**src/rtl/eetc_pkg.sv**
```systemverilog
// shared constants and types of the edge event timestamp capture pair
// assumes a single 25 MHz clock shared by both ends
package eetc_pkg;
	localparam int CH_N       = 16;
	localparam int GRP_N      = 8;
	localparam int TIME_W     = 32;
	localparam int ANGLE_W    = 11;
	localparam int DIV_W      = 5;
	localparam int VAL_W      = 16;
	localparam int SRC_W      = 4;
	localparam int FIFO_DEPTH = 16;
	localparam int MEAS_N     = 64;
	// angle clocks per camshaft turn (720 deg crankshaft)
	localparam logic [ANGLE_W-1:0] ANGLE_TICKS  = 11'h5A0;
	localparam logic [ANGLE_W-1:0] ANGLE_ZERO   = 11'h000;
	localparam logic [ANGLE_W-1:0] ANGLE_STEP   = 11'h001;
	localparam logic [TIME_W-1:0]  TIME_ZERO    = 32'h0000_0000;
	localparam logic [TIME_W-1:0]  TIME_STEP    = 32'h0000_0001;
	localparam logic [CH_N-1:0]    LEVELS_RST   = 16'h0000;
	localparam logic [DIV_W-1:0]   DIV_CNT_RST  = 5'h00;
	localparam logic [DIV_W-1:0]   DIV_CNT_STEP = 5'h01;
	localparam logic [DIV_W-1:0]   DIV_MASK_1   = 5'h00;
	localparam logic [DIV_W-1:0]   DIV_MASK_2   = 5'h01;
	localparam logic [DIV_W-1:0]   DIV_MASK_4   = 5'h03;
	localparam logic [DIV_W-1:0]   DIV_MASK_8   = 5'h07;
	localparam logic [DIV_W-1:0]   DIV_MASK_16  = 5'h0F;
	localparam logic [DIV_W-1:0]   DIV_MASK_32  = 5'h1F;
	localparam logic [VAL_W-1:0]   VAL_ACTIVE   = 16'h0001;
	localparam logic [VAL_W-1:0]   VAL_INACTIVE = 16'h0000;

	typedef enum logic [1:0] {
		EETC_THR_FIXED = 2'h0,
		EETC_THR_BAT_A = 2'h1,
		EETC_THR_BAT_B = 2'h2,
		EETC_THR_EXT   = 2'h3
	} eetc_thr_type;

	typedef enum logic [2:0] {
		EETC_DIV_1  = 3'h0,
		EETC_DIV_2  = 3'h1,
		EETC_DIV_4  = 3'h2,
		EETC_DIV_8  = 3'h3,
		EETC_DIV_16 = 3'h4,
		EETC_DIV_32 = 3'h5
	} eetc_div_type;

	typedef enum logic [1:0] {
		EETC_TO_OFF   = 2'h0,
		EETC_TO_TIME  = 2'h1,
		EETC_TO_ANGLE = 2'h2,
		EETC_TO_BOTH  = 2'h3
	} eetc_trig_type;

	typedef enum logic {
		EETC_SUB_PREDEF = 1'h0,
		EETC_SUB_LEVEL  = 1'h1
	} eetc_sub_type;

	typedef struct packed {
		logic [CH_N-1:0]    levels;
		logic [TIME_W-1:0]  stamp;
		logic [ANGLE_W-1:0] angle;
	} eetc_record_type;
endpackage

```
**src/rtl/eetc_link_if.sv**
```systemverilog
// link between the capture hardware and the firmware end
// both ends run on the same clock; no clocking block
`timescale 1ns/1ns
`default_nettype none
interface eetc_link_if;
	import eetc_pkg::*;
	eetc_record_type    rec;
	logic               rec_valid;
	logic               rec_ready;
	logic               overflow;
	logic               overflow_clear;
	logic [CH_N-1:0]    cur_levels;
	logic [ANGLE_W-1:0] cur_angle;
	logic               angle_step;

	modport dev (
		output rec, rec_valid, overflow, cur_levels, cur_angle, angle_step,
		input  rec_ready, overflow_clear
	);
	modport fw (
		input  rec, rec_valid, overflow, cur_levels, cur_angle, angle_step,
		output rec_ready, overflow_clear
	);
endinterface
`default_nettype wire

```
**src/rtl/eetc_capture.sv**
```systemverilog
// capture end: thresholds, sampling, edge detection, stamping, event FIFO
// assumes comparator outputs and angle pulses synchronous to clk_i
// Contract
// - rising closes low pulse, falling closes high
// - falling opens low pulse, rising opens high
// - inactive: high in low-time, low in high-time
// - level is one above selected threshold
// - threshold source chosen per channel group
// - compare all sixteen levels with previous values
// - on toggle latch levels, time, angle
// - records enter FIFO without processor help
// - firmware reads records, derives edges and stamps; eetc_firmware derives edges only, stamp field unused
// - up to sixty-four measurement channels, any source
// - method, timeout, segmenting configured per channel
// - values update only on source edges
// - timeout check by time interval or angle
// - no edge since check: substitute value
// - level substitute gives zero or one
// - angle check once per 720 degree cycle
// - combined mode: either criterion times out
// - four timeout modes supported, off included
// - segmented evaluation confined to angle window
// - active: low in low-time, high in high-time
// - sample at clock, optionally divided by 2..32
// - angle counter steps per tick, fixed 1440
`timescale 1ns/1ns
`default_nettype none
module eetc_capture #(
	parameter int DEPTH = eetc_pkg::FIFO_DEPTH
) (
	input  wire logic                          clk_i,
	input  wire logic                          reset_i,
	input  wire logic [eetc_pkg::CH_N-1:0]     cmp_fixed_i,
	input  wire logic [eetc_pkg::CH_N-1:0]     cmp_bat_a_i,
	input  wire logic [eetc_pkg::CH_N-1:0]     cmp_bat_b_i,
	input  wire logic [eetc_pkg::CH_N-1:0]     cmp_ext_i,
	input  wire eetc_pkg::eetc_thr_type        thr_sel_lo_i,
	input  wire eetc_pkg::eetc_thr_type        thr_sel_hi_i,
	input  wire eetc_pkg::eetc_div_type        div_sel_i,
	input  wire logic                          angle_tick_i,
	input  wire logic                          cam_sync_i,
	input  wire logic [eetc_pkg::CH_N-1:0]     low_time_i,
	output logic      [eetc_pkg::CH_N-1:0]     active_o,
	output logic      [eetc_pkg::CH_N-1:0]     open_edge_o,
	output logic      [eetc_pkg::CH_N-1:0]     close_edge_o,
	output logic      [$clog2(DEPTH):0]        fifo_fill_o,
	eetc_link_if.dev                           link
);
	import eetc_pkg::*;

	localparam int AW = $clog2(DEPTH);

	logic [CH_N-1:0]    level_raw;
	logic [CH_N-1:0]    level_q;
	logic [CH_N-1:0]    changed;
	logic [CH_N-1:0]    active_new;
	logic [DIV_W-1:0]   div_cnt;
	logic [DIV_W-1:0]   div_mask;
	logic               sample_en;
	logic               change_any;
	logic [TIME_W-1:0]  time_cnt;
	logic [ANGLE_W-1:0] angle_cnt;
	eetc_record_type    mem [DEPTH];
	logic [AW:0]        wr_ptr;
	logic [AW:0]        rd_ptr;
	logic               full;
	logic               empty;
	logic               push;
	logic               pop;
	logic               overflow;
	logic               angle_step;

	function automatic logic pick(eetc_thr_type sel, logic f, logic a,
		logic b, logic e);
		case (sel)
			EETC_THR_FIXED: pick = f;
			EETC_THR_BAT_A: pick = a;
			EETC_THR_BAT_B: pick = b;
			EETC_THR_EXT:   pick = e;
			default:        pick = f;
		endcase
	endfunction

	// each comparator already reports 1 above its threshold
	for (genvar i = 0; i < CH_N; i++) begin : g_thr
		if (i < GRP_N) begin : g_lo
			assign level_raw[i] = pick(thr_sel_lo_i, cmp_fixed_i[i],
				cmp_bat_a_i[i], cmp_bat_b_i[i], cmp_ext_i[i]);
		end else begin : g_hi
			assign level_raw[i] = pick(thr_sel_hi_i, cmp_fixed_i[i],
				cmp_bat_a_i[i], cmp_bat_b_i[i], cmp_ext_i[i]);
		end
	end

	// sampling divider: a pulse whenever the masked low bits are all ones
	always_comb begin
		case (div_sel_i)
			EETC_DIV_1:  div_mask = DIV_MASK_1;
			EETC_DIV_2:  div_mask = DIV_MASK_2;
			EETC_DIV_4:  div_mask = DIV_MASK_4;
			EETC_DIV_8:  div_mask = DIV_MASK_8;
			EETC_DIV_16: div_mask = DIV_MASK_16;
			EETC_DIV_32: div_mask = DIV_MASK_32;
			default:     div_mask = DIV_MASK_1;
		endcase
	end
	assign sample_en = ((div_cnt & div_mask) == div_mask);

	always_ff @(posedge clk_i or posedge reset_i) begin
		if (reset_i) begin
			div_cnt <= DIV_CNT_RST;
		end else begin
			div_cnt <= div_cnt + DIV_CNT_STEP;
		end
	end

	// free-running time base in clock cycles
	always_ff @(posedge clk_i or posedge reset_i) begin
		if (reset_i) begin
			time_cnt <= TIME_ZERO;
		end else begin
			time_cnt <= time_cnt + TIME_STEP;
		end
	end

	// sync pulse wins over a tick in the same cycle and restarts at zero
	always_ff @(posedge clk_i or posedge reset_i) begin
		if (reset_i) begin
			angle_cnt  <= ANGLE_ZERO;
			angle_step <= 1'b0;
		end else begin
			angle_step <= angle_tick_i | cam_sync_i;
			if (cam_sync_i) begin
				angle_cnt <= ANGLE_ZERO;
			end else if (angle_tick_i) begin
				if (angle_cnt == ANGLE_TICKS - ANGLE_STEP) begin
					angle_cnt <= ANGLE_ZERO;
				end else begin
					angle_cnt <= angle_cnt + ANGLE_STEP;
				end
			end
		end
	end

	assign changed    = level_raw ^ level_q;
	assign change_any = sample_en & (|changed);
	// low-time channels are active when low
	assign active_new = level_raw ^ low_time_i;

	always_ff @(posedge clk_i or posedge reset_i) begin
		if (reset_i) begin
			level_q <= LEVELS_RST;
		end else if (sample_en) begin
			level_q <= level_raw;
		end
	end

	// per-channel edge classes, one-cycle pulses aligned with the sample
	always_ff @(posedge clk_i or posedge reset_i) begin
		if (reset_i) begin
			active_o     <= LEVELS_RST;
			open_edge_o  <= LEVELS_RST;
			close_edge_o <= LEVELS_RST;
		end else begin
			if (sample_en) begin
				active_o <= active_new;
			end
			open_edge_o  <= {CH_N{sample_en}} & changed & active_new;
			close_edge_o <= {CH_N{sample_en}} & changed & ~active_new;
		end
	end

	assign full  = (wr_ptr[AW] != rd_ptr[AW]) &&
		(wr_ptr[AW-1:0] == rd_ptr[AW-1:0]);
	assign empty = (wr_ptr == rd_ptr);
	assign push  = change_any & ~full;
	assign pop   = ~empty & link.rec_ready;

	// records are stored by hardware alone; a full FIFO keeps older data
	always_ff @(posedge clk_i) begin
		if (push) begin
			mem[wr_ptr[AW-1:0]] <= '{levels: level_raw, stamp: time_cnt,
				angle: angle_cnt};
		end
	end

	always_ff @(posedge clk_i or posedge reset_i) begin
		if (reset_i) begin
			wr_ptr <= '0;
			rd_ptr <= '0;
		end else begin
			if (push) begin
				wr_ptr <= wr_ptr + 1'b1;
			end
			if (pop) begin
				rd_ptr <= rd_ptr + 1'b1;
			end
		end
	end

	// a drop in the same cycle as a clear keeps the flag set
	always_ff @(posedge clk_i or posedge reset_i) begin
		if (reset_i) begin
			overflow <= 1'b0;
		end else if (change_any & full) begin
			overflow <= 1'b1;
		end else if (link.overflow_clear) begin
			overflow <= 1'b0;
		end
	end

	assign fifo_fill_o     = wr_ptr - rd_ptr;
	assign link.rec        = mem[rd_ptr[AW-1:0]];
	assign link.rec_valid  = ~empty;
	assign link.overflow   = overflow;
	assign link.cur_levels = level_q;
	assign link.cur_angle  = angle_cnt;
	assign link.angle_step = angle_step;
endmodule
`default_nettype wire

```
**src/flat_wrapper.sv**
```systemverilog
// flat-port wrapper written by rule: the top's interface ports become plain ports
module eetc_capture_flat import eetc_pkg::*;
#(
	parameter int DEPTH = eetc_pkg::FIFO_DEPTH
)
  (clk_i, reset_i, cmp_fixed_i, cmp_bat_a_i, cmp_bat_b_i, cmp_ext_i, thr_sel_lo_i, thr_sel_hi_i, div_sel_i, angle_tick_i, cam_sync_i, low_time_i, active_o, open_edge_o, close_edge_o, fifo_fill_o, link_rec, link_rec_valid, link_overflow, link_cur_levels, link_cur_angle, link_angle_step, link_rec_ready, link_overflow_clear);
  eetc_link_if link_i ();
  input  wire logic clk_i;
  input  wire logic reset_i;
  input  wire logic [eetc_pkg::CH_N-1:0] cmp_fixed_i;
  input  wire logic [eetc_pkg::CH_N-1:0] cmp_bat_a_i;
  input  wire logic [eetc_pkg::CH_N-1:0] cmp_bat_b_i;
  input  wire logic [eetc_pkg::CH_N-1:0] cmp_ext_i;
  input  wire eetc_pkg::eetc_thr_type thr_sel_lo_i;
  input  wire eetc_pkg::eetc_thr_type thr_sel_hi_i;
  input  wire eetc_pkg::eetc_div_type div_sel_i;
  input  wire logic angle_tick_i;
  input  wire logic cam_sync_i;
  input  wire logic [eetc_pkg::CH_N-1:0] low_time_i;
  output logic      [eetc_pkg::CH_N-1:0] active_o;
  output logic      [eetc_pkg::CH_N-1:0] open_edge_o;
  output logic      [eetc_pkg::CH_N-1:0] close_edge_o;
  output logic      [$clog2(DEPTH):0] fifo_fill_o;
  output wire logic [$bits(link_i.rec)-1:0] link_rec;
  output wire logic [$bits(link_i.rec_valid)-1:0] link_rec_valid;
  output wire logic [$bits(link_i.overflow)-1:0] link_overflow;
  output wire logic [$bits(link_i.cur_levels)-1:0] link_cur_levels;
  output wire logic [$bits(link_i.cur_angle)-1:0] link_cur_angle;
  output wire logic [$bits(link_i.angle_step)-1:0] link_angle_step;
  input wire logic [$bits(link_i.rec_ready)-1:0] link_rec_ready;
  input wire logic [$bits(link_i.overflow_clear)-1:0] link_overflow_clear;
  assign link_rec = link_i.rec;
  assign link_rec_valid = link_i.rec_valid;
  assign link_overflow = link_i.overflow;
  assign link_cur_levels = link_i.cur_levels;
  assign link_cur_angle = link_i.cur_angle;
  assign link_angle_step = link_i.angle_step;
  assign link_i.rec_ready = link_rec_ready;
  assign link_i.overflow_clear = link_overflow_clear;
  eetc_capture #(.DEPTH(DEPTH)) u_core (.clk_i(clk_i), .reset_i(reset_i), .cmp_fixed_i(cmp_fixed_i), .cmp_bat_a_i(cmp_bat_a_i), .cmp_bat_b_i(cmp_bat_b_i), .cmp_ext_i(cmp_ext_i), .thr_sel_lo_i(thr_sel_lo_i), .thr_sel_hi_i(thr_sel_hi_i), .div_sel_i(div_sel_i), .angle_tick_i(angle_tick_i), .cam_sync_i(cam_sync_i), .low_time_i(low_time_i), .active_o(active_o), .open_edge_o(open_edge_o), .close_edge_o(close_edge_o), .fifo_fill_o(fifo_fill_o), .link(link_i));
endmodule
```
**config.mk**
```make
export PLATFORM = sky130hd
export DESIGN_NAME = eetc_capture_flat
export DESIGN_NICKNAME = d
export VERILOG_FILES = /design/src/rtl/eetc_pkg.sv /design/src/rtl/eetc_link_if.sv /design/src/rtl/eetc_capture.sv /design/src/flat_wrapper.sv
export SDC_FILE = /design/constraint.sdc
export NUM_CORES = 1
export LEC_CHECK = 0
export BUFFER_PORTS_ARGS = -buffer_cell sky130_fd_sc_hd__buf_2
export CAP_MARGIN = 20
export CORE_MARGIN = 4
export CORE_UTILIZATION = 30
export DETAILED_ROUTE_END_ITERATION = 10
export GPL_ROUTABILITY_DRIVEN = 0
export PLACE_DENSITY = 0.53
export SLEW_MARGIN = 10
export SYNTH_ARGS = -nofsm -noshare
export SYNTH_HDL_FRONTEND = slang
export SYNTH_SLANG_ARGS = --single-unit
```
**constraint.sdc**
```tcl
create_clock -name clk_i -period 8.4 [get_ports clk_i]
set_input_delay 1.68 -clock clk_i [delete_from_list [all_inputs] [get_ports clk_i]]
set_output_delay 1.68 -clock clk_i [all_outputs]
set_load 0.03 [all_outputs]
```
== Word-level counts from Yosys, hierarchy flattened ==
Memory sizes are Yosys's and may differ from the RTL's.
Index checks and enable logic that the tools add are counted.

* $add $sub $neg: 6
* Eq/ne operators: 16
* Multiplexer cells: 24
* Bitwise operators: 14
* Reduce and logical (&&, ||, !) cells: 6

{| class="wikitable"
|+ Operator list
! operator !! number
|-
| $pmux W1 S4 || 16
|-
| $and A16 B16 Y16 || 3
|-
| $mux W11 || 3
|-
| $add A32 B1 Y32 const B || 1
|-
| $xor A16 B16 Y16 || 2
|-
| $pmux W5 S5 || 1
|-
| $not A16 Y16 || 1
|-
| $reduce_or A16 Y1 || 1
|-
| $add A5 B1 Y5 const B || 3
|-
| $add A11 B1 Y11 const B || 1
|-
| $eq A11 B11 Y1 const B || 1
|-
| $eq A5 B5 Y1 || 2
|-
| $eq A2 B2 Y1 const B || 4
|-
| $eq A3 B2 Y1 const B || 2
|-
| $eq A3 B3 Y1 const B || 2
|-
| $and A5 B5 Y5 || 1
|-
| $sub A5 B5 Y5 || 1
|-
| $and A1 B1 Y1 || 4
|-
| $eq A2 B1 Y1 const B || 2
|-
| $eq A4 B4 Y1 || 1
|-
| $logic_not A2 Y1 || 2
|-
| $mux W1 || 4
|-
| $reduce_bool A2 Y1 || 2
|-
| $eq A3 B1 Y1 const B || 1
|-
| 4 further kinds || 5
|}

* Register bits: 124
* Memory bits (writable): 944
* Input bits: 93
* Output and inout bits: 142
* Word-level logic and storage cells: 78
* Memories: 1

{| class="wikitable"
|+ Memories
! name !! depth !! bits a word !! rd ports !! clocked after Yosys merged registers in !! wr ports !! line !! RTL
|-
| u_core.mem || 16 || 59 || 1 || 0 || 1 || eetc_capture.sv:63 || <nowiki>eetc_record_type mem [DEPTH];</nowiki>
|}

== Depth between registers and ports, before layout ==
Gate-level depths: netlist (run 1).

* Word-level depth: 8
* Mapped depth: 11
* Mapped depth without buffers: 10

== Worst setup path after synthesis (run 1) ==
OpenSTA, ideal clock, no wires.

* Path type: input port to flip-flop
* Start: in thr_sel_hi_i[1]
* End: mem u_core.mem[3][0] (netlist name) (enable)
* Setup time: 0.548 ns
* Arrival: 7.532 ns
* Required time: 7.852 ns
* Path slack: 0.320 ns
* Stages on the path: 9
* Buffers on the path: 2
* Path through: buf_2 mux4_2 clkbuf_1 xnor2_1 nand4_1 nor4_4 a21oi_2 nand2_1 nor3_1

* Cells in the longest elaborated chain, start to end: 8
* Elaborated cells between the ends (all ways): 18
* Those cells by class: eq/ne (3); mux (10); bitwise (3); reduce/logical (2)

{| class="wikitable"
|+ Ends and longest elaborated chain
! what !! line !! RTL
|-
| from (decl) || flat_wrapper.sv:15 || <nowiki>input wire eetc_pkg::eetc_thr_type thr_sel_hi_i;</nowiki>
|-
| $eq A2 B2 Y1, or another cell as far along || eetc_capture.sv:75 || <nowiki>case (sel)</nowiki>
|-
| $pmux W1 S4 * || eetc_capture.sv:75 ||
|-
| net u_core.level_raw[15] || eetc_capture.sv:53 || <nowiki>logic [CH_N-1:0] level_raw;</nowiki>
|-
| $xor A16 B16 Y16 * || eetc_capture.sv:145 || <nowiki>assign changed = level_raw ^ level_q;</nowiki>
|-
| $reduce_or A16 Y1 * || eetc_capture.sv:146 || <nowiki>assign change_any = sample_en & (|changed);</nowiki>
|-
| $and A1 B1 Y1 * || eetc_capture.sv:146 ||
|-
| $and A1 B1 Y1 * || eetc_capture.sv:176 || <nowiki>assign push = change_any & ~full;</nowiki>
|-
| $mux W1 * || eetc_capture.sv:181 || <nowiki>if (push) begin</nowiki>
|-
| $mux W1 (not written as such) * || eetc_capture.sv:182 || <nowiki>mem[wr_ptr[AW-1:0]] <= '{levels: level_raw, stamp: time_cnt,</nowiki>
|-
| to (decl) || eetc_capture.sv:63 ||
|}

The timed path passes the listed nets; every way through them passes the cells marked *.

== Final worst setup path (run 1) ==
* Start: reg u_core.rd_ptr[1]
* End: out link_rec[32]

* Cells in the longest elaborated chain, start to end: 1

{| class="wikitable"
|+ Ends and longest elaborated chain
! what !! line !! RTL
|-
| from (decl) || eetc_capture.sv:65 || <nowiki>logic [AW:0] rd_ptr;</nowiki>
|-
| from (signal assigned) || eetc_capture.sv:196 || <nowiki>rd_ptr <= rd_ptr + 1'b1;</nowiki>
|-
| $mem_v2 Z16 W59 || -- ||
|-
| to (decl) || flat_wrapper.sv:24 || <nowiki>output wire logic [$bits(link_i.rec)-1:0] link_rec;</nowiki>
|}

No other way between the ends.

==> results of run 1 <==
==> per-stage QoR <==
step | hold WS, ns | power (mW)
after CTS | 0.473 | 16.5
after global placement | 0.464 | 11.6
after global routing | 0.484 | 17.0
final | 0.471 | 16.2
after detailed placement | 0.459 | 11.6
after floorplan | 0.440 | 9.86
==> cell families (layout without fill, tap and decap cells) <==
group / after synthesis / after routing / synth area share [%]
adder cells (fa/ha/maj): 13 / 13 / 0.410
buffers and inverters: 109 / 498 / 1.03
flip-flops: 1068 / 1068 / 75.8
multiplexers: 334 / 334 / 17.4
other: 0 / 1 / 0
AO/OA/AOI/OAI: 61 / 61 / 0.853
AND/OR/NAND/NOR: 256 / 256 / 3.04
XOR/XNOR: 73 / 73 / 1.54
==> power breakdown <==
part,switching (mW),internal (mW)
Combinational,2.92,1.94
Clock,2.03,2.86
Sequential,0.226,6.21
Total,5.18,11.0
==> state kept, by name, indices dropped and copies added, names as in the netlist <==
register / flops
u_core.div_cnt: 5
u_core.link.overflow: 1
u_core.link.cur_levels: 16
u_core.close_edge_o: 16
u_core.link.cur_angle: 11
u_core.active_o: 16
u_core.rd_ptr: 5
u_core.mem: 944
u_core.open_edge_o: 16
u_core.time_cnt: 32
u_core.wr_ptr: 5
u_core.link.angle_step: 1
==> routing by layer <==
metal / part of all wire (%) / global-route usage [%]
met1: 44 / 18.0
met2: 49 / 22.3
met3: 4.7 / 2.23
met4: 1.8 / 3.25
met5: 0 / 0
==> worst reg2reg max path, cell delays in order, from the launching register on <==
cell and delay (ns):
sky130_fd_sc_hd__dfrtp_1 0.43, sky130_fd_sc_hd__inv_4 0.49, sky130_fd_sc_hd__ha_1 0.39, sky130_fd_sc_hd__and4_1 0.23
sky130_fd_sc_hd__nand2_1 0.24, sky130_fd_sc_hd__nand2_1 0.13, sky130_fd_sc_hd__a21oi_2 0.70, sky130_fd_sc_hd__nand2_1 0.23
sky130_fd_sc_hd__nor3_2 0.14, sky130_fd_sc_hd__buf_4 0.51, sky130_fd_sc_hd__buf_4 0.61
==> cell type report <==
class / instances / area, µm² / area share [%]
clock buffer: 144 / 2950 / 6.08
clock inverter: 69 / 712 / 1.46
inverter: 24 / 97.6 / 0.201
antenna: 1 / 2.50 / 0.00515
sequential: 1068 / 31500 / 64.7
timing repair buffer: 261 / 1410 / 2.90
tap: 1794 / 2240 / 4.62
multi-input combinational: 737 / 9720 / 20.0
==> cell usage in the layout, fill, tap and decap left out, drive strengths merged, types with 22 or more instances in the layout <==
| cell type | count |
|---|---|
| clkinv | 49 |
| o21ai | 32 |
| nor2 | 57 |
| xnor2 | 57 |
| buf | 261 |
| inv | 29 |
| nor2b | 22 |
| edfxtp | 944 |
| nand2 | 89 |
| clkbuf | 144 |
| and3 | 23 |
| dfrtp | 124 |
| mux4 | 309 |
==> worst paths after layout <==
check / endpoint / startpoint / slack, ns
min: u_core.div_cnt[4]$_DFF_PP0_ / u_core.div_cnt[4]$_DFF_PP0_ / 0.47
max in group asynchronous: u_core.time_cnt[21]$_DFF_PP0_ / reset_i / 6.03
max reg2reg: u_core.mem[3][20]$_DFFE_PP_ / u_core.rd_ptr[3]$_DFFE_PP0P_ / 3.88
min in group asynchronous: u_core.rd_ptr[1]$_DFFE_PP0P_ / reset_i / 1.06
max: link_rec[32] / u_core.rd_ptr[1]$_DFFE_PP0P_ / 3.09
min reg2reg: u_core.div_cnt[4]$_DFF_PP0_ / u_core.div_cnt[4]$_DFF_PP0_ / 0.47
==> Implementation_results.wiki, run 1 <==
{| class="wikitable"
! Metric !! Value
|-
| Number of global-route vias before repair || 21100
|-
| Power density cells || 333 mW/mm²
|-
| Ratio of routed vias to standard cells || approximately 4.8
|-
| Length of the first detailed-routing pass in iterations || 5
|-
| Total vias in the final route || between 15000 and 20000
|-
| Residual antenna-violating net count after detailed routing || 0
|-
| Total leakage power || 16.3 nW
|-
| HP Class || flop to flop
|-
| Number of cells traversed by the worst hold path || 1
|-
| Per-instance average area after synthesis || about 22 µm²
|-
| I/O Buffers || 234
|-
| Clock tree from TritonCTS || built
|-
| Proportion of netlist area held by the largest area contributor || 68.3%
|-
| Hold buffer count at CTS || 0
|-
| Period Utilization, post-route || between 60 and 70%
|-
| Crit-path max FO || 157
|-
| Fraction of registers with async set/reset || between 10% and 20%
|-
| Layout overhead on the synthesized area || 17.1%
|-
| Global-route usage over all layers || a little over an eighth
|-
| Final design instance area without fill || a little under 0.05 mm²
|-
| Slew of the pin with the lowest slew margin || roughly 1.1 ns
|-
| X dimension of the die || roughly 380 µm
|-
| Summed instance area of the synthesized netlist || 0.0415 mm²
|-
| Outcome || finished, final reports clean
|-
| Synthesized Nets || 2020
|-
| Cell chosen for the clock root || sky130_fd_sc_hd__clkbuf_16
|-
| Cell with the biggest individual delay on the critical path || sky130_fd_sc_hd__buf_12
|-
| Antenna violations before repair || 2
|-
| Startpoint type of the worst setup path || flop
|-
| Clock-pin slew on the worst setup and hold paths || around 0.060 ns
|-
| Count of maximum capacitance violations || 0
|-
| Setup repair bufs after CTS || 0
|-
| PnR worst setup slack || around 3 ns
|-
| Yosys top cell by area || sky130_fd_sc_hd__edfxtp_1
|-
| Flip-flop cell with the highest count after synthesis || sky130_fd_sc_hd__edfxtp_1
|-
| Register bit total from synthesis || around 1100
|-
| Number of synthesized flops with an enable pin || about 940
|-
| Initial DRC count || 1420
|-
| Signal arrival time at the worst endpoint || 3.63 ns
|-
| Final instance count without filler cells || slightly above 4000
|-
| Resize count post-CTS || 0
|-
| Cell with the most instances on the worst path || sky130_fd_sc_hd__mux4_2
|-
| Global-route wire length before repair || 144000 µm
|-
| Worst slack, placed || between 2 and 2.5 ns
|-
| Total of warnings raised by yosys || 0
|-
| Largest net degree at the start of global routing || 158
|-
| Final-report hold violation count || 0
|-
| Top achievable clock speed || around 190 MHz
|-
| Count of cell types in the netlist || approximately 50
|-
| Most frequent cells after synthesis || 944 x sky130_fd_sc_hd__edfxtp_1, 309 x sky130_fd_sc_hd__mux4_2, 124 x sky130_fd_sc_hd__dfrtp_1
|-
| Area of the die || 0.144 mm²
|-
| Sequential fraction of the synthesis area || about 76%
|-
| DP Wirelength || between 50000 and 60000 µm
|-
| Global route overflow || 0
|-
| Cell count along the critical path || 4
|-
| Max-slew violation count || 0
|-
| Crit. End Element || output pin
|-
| Layout cell share with drive strength beyond 1 || between 30 and 40%
|-
| Nets || approximately 2300
|-
| Instance area at placement || 0.0449 mm²
|-
| I/O pin total || 235
|-
| Final setup violation count || 0
|-
| Required time reported for the critical path endpoint || between 6 and 7 ns
|-
| Syn Inst Count || approximately 1900
|-
| Inserted Clock Buffers || between 100 and 150
|-
| Die height || 380 µm
|-
| Maximum count of clock buffers along a single path || 3
|-
| Util after Layout || between 30% and 40%
|-
| Sink count of the clock tree || between 1000 and 1500
|-
| Biggest area contributors in the synthesized netlist || sky130_fd_sc_hd__edfxtp_1 68%, sky130_fd_sc_hd__mux4_2 17%, sky130_fd_sc_hd__dfrtp_1 7.5%, sky130_fd_sc_hd__xnor2_1 1.2%, sky130_fd_sc_hd__nand2_1 0.80%
|-
| Sequence of cells on the critical path || buf_12 > mux4_2 > mux4_2 > buf_2
|-
| Clock insertion delay at the later pin of the skew report || approximately 0.70 ns
|-
| Worst max-slew margin expressed relative to the limit || about a quarter
|-
| Final routed DRC violation total || 0
|-
| Routed wire length per instance || ~24 µm
|-
| Fill cell count || about 13000
|-
| Instance count after placement with tap cells included || 3884
|-
| Number of cells on the worst reg-to-reg path || 10
|-
| Core box area || 0.137 mm²
|-
| Wirelength, routed || 96900 µm
|-
| Biggest cell delay along the critical path || approximately 0.73 ns
|-
| Minimum clock period after layout || roughly 5.3 ns
|-
| Critical Setup Path Class || flop to output pin
|-
| Maximum level of the CTS H-tree || 3
|-
| Most frequently used cell type in the post-synthesis netlist || sky130_fd_sc_hd__edfxtp_1
|-
| Starting density of the core || 30.2%
|-
| Buffering stage count on the worst path with inverters included || 2
|-
| # rows || roughly 140
|-
| Max rail drop VDD || about 0.28 mV
|-
| Category of cells accounting for the largest share of critical-path delay || multiplexers
|-
| Setup repair after global routing missed its margin || false
|-
| Final setup skew || 0.0496 ns
|-
| Sum Neg Setup Slack || 0 ns
|}
Power figures use the tool's default switching activity.
==> run 2: changes to the inputs <==
==> constraint.sdc (replaced) <==
create_clock -name clk_i -period 5.18 [get_ports clk_i]
set_input_delay 1.036 -clock clk_i [delete_from_list [all_inputs] [get_ports clk_i]]
set_output_delay 1.036 -clock clk_i [all_outputs]
set_load 0.03 [all_outputs]
==> run 2 against run 1 <==
Net effect:
- critical path type unchanged
- critical path depth did not move
- global-route usage rose by 0.39 points
- first-iteration DRC count barely moved
==> Implementation_results.wiki, run 2 (same netlist as run 1, synthesis figures left out) <==
{| class="wikitable"
! Metric !! Value
|-
| Power density cells || 538 mW/mm² (+62%)
|-
| Final design instance area without fill || 0.0492 mm² (+1.2%)
|-
| Global route overflow || 0 (unchanged)
|-
| I/O Buffers || 234 (unchanged)
|-
| Residual antenna-violating net count after detailed routing || 0 (unchanged)
|-
| Flip-flop count of the largest register, all copies and words added || 944 (unchanged)
|-
| Fill cell count || 12700 (+0.095%)
|-
| Number of global-route vias before repair || 21500 (+1.6%)
|-
| Critical Setup Path Class || flop to output pin
|-
| # rows || 136 (unchanged)
|-
| Signal arrival time at the worst endpoint || 3.31 ns (-0.32 ns)
|-
| HP Class || primary input to async pin
|-
| Minimum clock period after layout || about 4.3 ns
|-
| Util after Layout || 35.8% (+0.44 points)
|-
| Die height || 380 µm (unchanged)
|-
| DP Wirelength || 59500 µm (+7.4%)
|-
| I/O pin total || 235 (unchanged)
|-
| Final routed DRC violation total || 0 (unchanged)
|-
| Resize count post-CTS || 0 (unchanged)
|-
| Terminus of the critical flop-to-flop path || u_core.mem[15][28]$_DFFE_PP_
|-
| Worst setup slack for register-to-register paths || 1.46 ns (-2.42 ns)
|-
| Total leakage power || 16.6 nW (+1.7%)
|-
| Outcome || finished, final reports clean
|-
| Global-route wire length before repair || 148000 µm (+2.8%)
|-
| Inserted Clock Buffers || 112 (unchanged)
|-
| Instance count after placement with tap cells included || 3912 (+0.72%)
|-
| Hold buffer count at CTS || 0 (unchanged)
|-
| Number of cells on the worst reg-to-reg path || 7 (-3)
|-
| Count of maximum capacitance violations || 0 (unchanged)
|-
| Layout cell share with drive strength beyond 1 || 34.6% (+1.5 points)
|-
| Instance area at placement || 0.0455 mm² (+1.1%)
|-
| Core box area || 0.137 mm² (unchanged)
|-
| Setup repair after global routing missed its margin || false
|-
| Final setup violation count || 0 (unchanged)
|-
| Max-slew violation count || 0 (unchanged)
|-
| Ratio of routed vias to standard cells || 4.82 (+0.45%)
|-
| Sink count of the clock tree || 1068 (unchanged)
|-
| Reg-to-Reg Start || u_core.wr_ptr[3]$_DFFE_PP0P_
|-
| Length of the first detailed-routing pass in iterations || 5 (unchanged)
|-
| Clock insertion delay at the later pin of the skew report || 0.72 ns (+0.02 ns)
|-
| Required time reported for the critical path endpoint || 4.14 ns (-2.58 ns)
|-
| X dimension of the die || 380 µm (unchanged)
|-
| Area of the die || 0.144 mm² (unchanged)
|-
| Period Utilization, post-route || 83.9%
|-
| Routed wire length per instance || 24.2 µm (+2.2%)
|-
| Clock-pin slew on the worst setup and hold paths || 0.06 ns (about the same)
|-
| Global-route usage over all layers || 13.6% (+0.39 points)
|-
| Crit. End Element || output pin
|-
| Startpoint type of the worst setup path || flop
|-
| Slew of the pin with the lowest slew margin || 1.09 ns (-0.0184 ns)
|-
| Setup repair bufs after CTS || 0 (unchanged)
|-
| Most common library cell in the layout ignoring fill and taps || sky130_fd_sc_hd__edfxtp_1
|-
| Clock tree from TritonCTS || built
|-
| Antenna diode count || 0 (-1)
|-
| Final setup skew || 0.0690 ns (+0.0194 ns)
|-
| Largest net degree at the start of global routing || 146 (-7.6%)
|-
| Max rail drop VDD || 0.325 mV (+17%)
|-
| Top achievable clock speed || roughly 230 MHz
|-
| Antenna violations before repair || 1 (-1)
|-
| Sum Neg Setup Slack || 0 ns (unchanged)
|-
| Cell chosen for the clock root || sky130_fd_sc_hd__clkbuf_16
|-
| Layout overhead on the synthesized area || 18.5%
|-
| Total vias in the final route || 19800 (+1.0%)
|-
| Wirelength, routed || 99600 µm (+2.8%)
|-
| Final-report hold violation count || 0 (unchanged)
|-
| Nets || 2339 (+1.3%)
|-
| Worst max-slew margin expressed relative to the limit || 27.5% (+1.2 points)
|-
| Starting density of the core || 30.2% (unchanged)
|-
| Maximum level of the CTS H-tree || 3 (unchanged)
|-
| Final instance count without filler cells || 4122 (+0.59%)
|-
| Commonest non-fill, non-tap cells in the layout || 944 x sky130_fd_sc_hd__edfxtp_1, 309 x sky130_fd_sc_hd__mux4_2, 235 x sky130_fd_sc_hd__buf_2, 121 x sky130_fd_sc_hd__dfrtp_1, 114 x sky130_fd_sc_hd__clkbuf_16
|-
| Maximum count of clock buffers along a single path || 3 (unchanged)
|-
| Crit-path max FO || 65 (-59%)
|-
| Initial DRC count || 1419 (-0.070%)
|}
==> run 2: power by group <==
part           internal [mW]  total (mW)  leakage, nW  switching (mW)
combinational           3.27        8.17         4.51            4.89
clock                   4.62        7.96         1.83            3.34
sequential              10.1        10.4         10.3           0.295
total                   18.0        26.5         16.6            8.52
==> run 2: area by class of cell <==
cell class,instances,area [µm²],area share (%)
Sequential cell,1068,31500,63.9
Multi-Input combinational cell,737,9730,19.8
Clock buffer,147,3100,6.29
Tap cell,1794,2240,4.56
Timing Repair Buffer,290,1950,3.96
Clock inverter,62,629,1.28
Inverter,24,97.6,0.198
==> run 2: worst max-delay path by stage <==
stage / from / endpoint / slack, ns / cells after the start
finish: u_core.rd_ptr[0]$_DFFE_PP0P_ / link_rec[32] / 0.83 / 4
global route: u_core.rd_ptr[0]$_DFFE_PP0P_ / link_rec[32] / 0.62 / 4
CTS: u_core.rd_ptr[0]$_DFFE_PP0P_ / link_rec[32] / 0.68 / 4
detailed placement: thr_sel_lo_i[1] / u_core.mem[15][21]$_DFFE_PP_ / 0.27 / 9
global placement: thr_sel_lo_i[1] / u_core.mem[15][34]$_DFFE_PP_ / 0.33 / 9
floorplan: thr_sel_hi_i[1] / u_core.mem[11][0]$_DFFE_PP_ / 0.41 / 9
==> run 2: worst max-delay path, cell delays in order, from the launching register on <==
cell                      delay, ns
sky130_fd_sc_hd__dfrtp_4       0.67
sky130_fd_sc_hd__buf_12        0.44
sky130_fd_sc_hd__mux4_2        0.64
sky130_fd_sc_hd__mux4_2        0.50
sky130_fd_sc_hd__buf_2         0.21
==> run 2: routing by layer <==
layer / track usage [%] / up-vias / share of wire, %
li1: - / 8514 / -
met1: 18.2 / 10600 / 43
met2: 22.9 / 580 / 50
met4: 3.53 / 0 / 2.2
met3: 2.65 / 129 / 5.8
met5: 0 / - / 0
==> run 2: stage by stage <==
step	power [mW]	worst slack (ns)	hold slack, ns
2_1_floorplan	16.0	0.414	0.440
3_3_place_gp	19.0	0.328	0.461
3_5_place_dp	19.0	0.275	0.458
4_1_cts	27.0	0.684	0.303
5_1_grt	27.7	0.618	0.348
6_report	26.5	0.833	0.336
==> run 3: changes to the inputs <==
==> constraint.sdc (replaced) <==
create_clock -name clk_i -period 4.3 [get_ports clk_i]
set_input_delay 0.86 -clock clk_i [delete_from_list [all_inputs] [get_ports clk_i]]
set_output_delay 0.86 -clock clk_i [all_outputs]
set_load 0.03 [all_outputs]
==> run 3 against run 2 <==
Net effect:
- global-route usage grew 0.29 points
- die area is the same
- hold slack lost 0.079 ns
- clock skew shrank 0.042 ns
- setup slack lost 0.62 ns
- core utilization grew 0.34 points
- non-clock buffer count grew 36
- critical path type unchanged
==> Implementation_results.wiki, run 3 (same netlist as run 1, synthesis figures left out) <==
{| class="wikitable"
! Metric !! Value
|-
| Outcome || finished, final reports clean
|-
| Commonest non-fill, non-tap cells in the layout || 944 x sky130_fd_sc_hd__edfxtp_1, 309 x sky130_fd_sc_hd__mux4_2, 234 x sky130_fd_sc_hd__buf_2, 121 x sky130_fd_sc_hd__dfrtp_1, 109 x sky130_fd_sc_hd__clkbuf_16
|-
| DP Wirelength || 64600 µm (+8.7%)
|-
| Minimum clock period after layout || just over 4 ns
|-
| I/O pin total || 235 (unchanged)
|-
| Global-route wire length before repair || 150000 µm (+1.7%)
|-
| Worst setup slack for register-to-register paths || 0.83 ns (-0.63 ns)
|-
| Count of maximum capacitance violations || 0 (unchanged)
|-
| Number of global-route vias before repair || 21300 (-0.66%)
|-
| Total leakage power || 16.9 nW (+1.4%)
|-
| Maximum level of the CTS H-tree || 3 (unchanged)
|-
| Ratio of routed vias to standard cells || 4.83 (+0.30%)
|-
| Final routed DRC violation total || 0 (unchanged)
|-
| Routed wire length per instance || 24.4 µm (+1.1%)
|-
| Signal arrival time at the worst endpoint || 3.22 ns (-0.09 ns)
|-
| Die height || 380 µm (unchanged)
|-
| Inserted Clock Buffers || 108 (-3.6%)
|-
| Global-route usage over all layers || 13.9% (+0.29 points)
|-
| Critical Setup Path Class || flop to output pin
|-
| Final setup skew || 0.0267 ns (-0.0423 ns)
|-
| Sink count of the clock tree || 1068 (unchanged)
|-
| PnR worst setup slack || 0.217 ns (-0.616 ns)
|-
| Largest net degree at the start of global routing || 94 (-36%)
|-
| Period Utilization, post-route || 94.9%
|-
| Total vias in the final route || 20100 (+1.0%)
|-
| Maximum count of clock buffers along a single path || 3 (unchanged)
|-
| Layout cell share with drive strength beyond 1 || 36.1% (+1.5 points)
|-
| Clock tree from TritonCTS || built
|-
| Final instance count without filler cells || 4152 (+0.73%)
|-
| Terminus of the critical flop-to-flop path || u_core.mem[3][46]$_DFFE_PP_
|-
| Max rail drop VDD || 0.362 mV (+11%)
|-
| Max-slew violation count || 0 (unchanged)
|-
| Sum Neg Setup Slack || 0 ns (unchanged)
|-
| Clock-pin slew on the worst setup and hold paths || 0.06 ns (about the same)
|-
| Global route overflow || 0 (unchanged)
|-
| Cell chosen for the clock root || sky130_fd_sc_hd__clkbuf_16
|-
| Initial DRC count || 1562 (+10%)
|-
| Final setup violation count || 0 (unchanged)
|-
| Worst hold slack across all endpoints || 0.258 ns (-0.0788 ns)
|-
| # rows || 136 (unchanged)
|-
| Antenna diode count || 0 (unchanged)
|-
| HP Class || primary input to async pin
|-
| Hold buffer count at CTS || 0 (unchanged)
|-
| Number of cells on the worst reg-to-reg path || 9 (+2)
|-
| Slew of the pin with the lowest slew margin || 0.902 ns (-0.185 ns)
|-
| I/O Buffers || 234 (unchanged)
|-
| Clock insertion delay at the later pin of the skew report || 0.71 ns (about the same)
|-
| Area of the die || 0.144 mm² (unchanged)
|-
| X dimension of the die || 380 µm (unchanged)
|-
| Worst max-slew margin expressed relative to the limit || 39.9% (+12 points)
|-
| Required time reported for the critical path endpoint || 3.44 ns (-0.70 ns)
|-
| Nets || 2371 (+1.4%)
|-
| Instance count after placement with tap cells included || 3946 (+0.87%)
|-
| Worst slack, placed || 0.0528 ns (-0.222 ns)
|-
| Final design instance area without fill || 0.0497 mm² (+0.96%)
|-
| Crit. End Element || output pin
|-
| Wirelength, routed || 101000 µm (+1.8%)
|-
| Most common library cell in the layout ignoring fill and taps || sky130_fd_sc_hd__edfxtp_1
|-
| Crit-path max FO || 47 (-28%)
|-
| Flip-flop count of the largest register, all copies and words added || 944 (unchanged)
|-
| Layout overhead on the synthesized area || 19.7%
|-
| Fill cell count || 12700 (+0.016%)
|-
| Final-report hold violation count || 0 (unchanged)
|-
| Instance area at placement || 0.0460 mm² (+1.1%)
|-
| Starting density of the core || 30.2% (unchanged)
|-
| Antenna violations before repair || 3 (+2)
|-
| Top achievable clock speed || 245 MHz
|-
| Power density cells || 650 mW/mm² (+21%)
|-
| Core box area || 0.137 mm² (unchanged)
|-
| Reg-to-Reg Start || u_core.rd_ptr[1]$_DFFE_PP0P_
|-
| Residual antenna-violating net count after detailed routing || 0 (unchanged)
|-
| Length of the first detailed-routing pass in iterations || 5 (unchanged)
|-
| Setup repair after global routing missed its margin || false
|-
| Startpoint type of the worst setup path || flop
|}
==> run 3: timing repair <==
item,in CTS,in global routing
resized for setup,0,1
setup endpoints to repair,2,1
hold endpoints to repair,0,0
setup buffers,2,0
pin swaps,0,0
==> run 3: worst max-delay path, cell delays in order (launching register included) <==
cell and delay, ns:
sky130_fd_sc_hd__dfrtp_4 0.56, sky130_fd_sc_hd__buf_4 0.17, sky130_fd_sc_hd__buf_12 0.31, sky130_fd_sc_hd__mux4_2 0.61
sky130_fd_sc_hd__mux4_2 0.56, sky130_fd_sc_hd__buf_2 0.23
==> run 3: worst max-delay path by stage <==
stage | from | endpoint | slack, ns
floorplan | thr_sel_lo_i[1] | u_core.mem[3][0]$_DFFE_PP_ | 0.006
global placement | thr_sel_lo_i[1] | u_core.mem[4][36]$_DFFE_PP_ | 0.12
detailed placement | thr_sel_lo_i[1] | u_core.mem[4][32]$_DFFE_PP_ | 0.05
CTS | u_core.rd_ptr[0]$_DFFE_PP0P_ | link_rec[15] | 0.03
global route | u_core.rd_ptr[0]$_DFFE_PP0P_ | link_rec[58] | 0.02
finish | u_core.rd_ptr[0]$_DFFE_PP0P_ | link_rec[51] | 0.22
==> run 3: report_power, final <==
group	total, mW	switching (mW)	leakage, nW	internal, mW
sequential	12.5	0.356	10.3	12.1
combinational	10.1	5.99	4.77	4.10
clock	9.69	4.01	1.82	5.68
==> run 3: final cells by class <==
type / count / area, µm² / share of cell area [%]
tap: 1794 / 2240 / 4.52
sequential: 1068 / 31500 / 63.3
inverter: 24 / 97.6 / 0.196
clock inverter: 79 / 872 / 1.76
multi-input combinational: 737 / 9770 / 19.7
timing repair buffer: 326 / 2410 / 4.86
clock buffer: 124 / 2810 / 5.66
==> run 3: through the flow <==
step	util [%]	power [mW]
2_1_floorplan	-	19.3
6_report	36.1	32.3
3_5_place_dp	33.4	23.2
3_3_place_gp	33.4	23.1
5_1_grt	36.1	33.8
4_1_cts	36.1	33.0
==> run 3: routing by layer <==
layer | up-vias | routed length, µm | track usage, %
met1 | 10800 | 42700 | 18.4
met2 | 572 | 51200 | 23.6
met5 | - | 0 | 0
met3 | 134 | 5580 | 3.08
li1 | 8589 | - | -
met4 | 0 | 1930 | 3.18
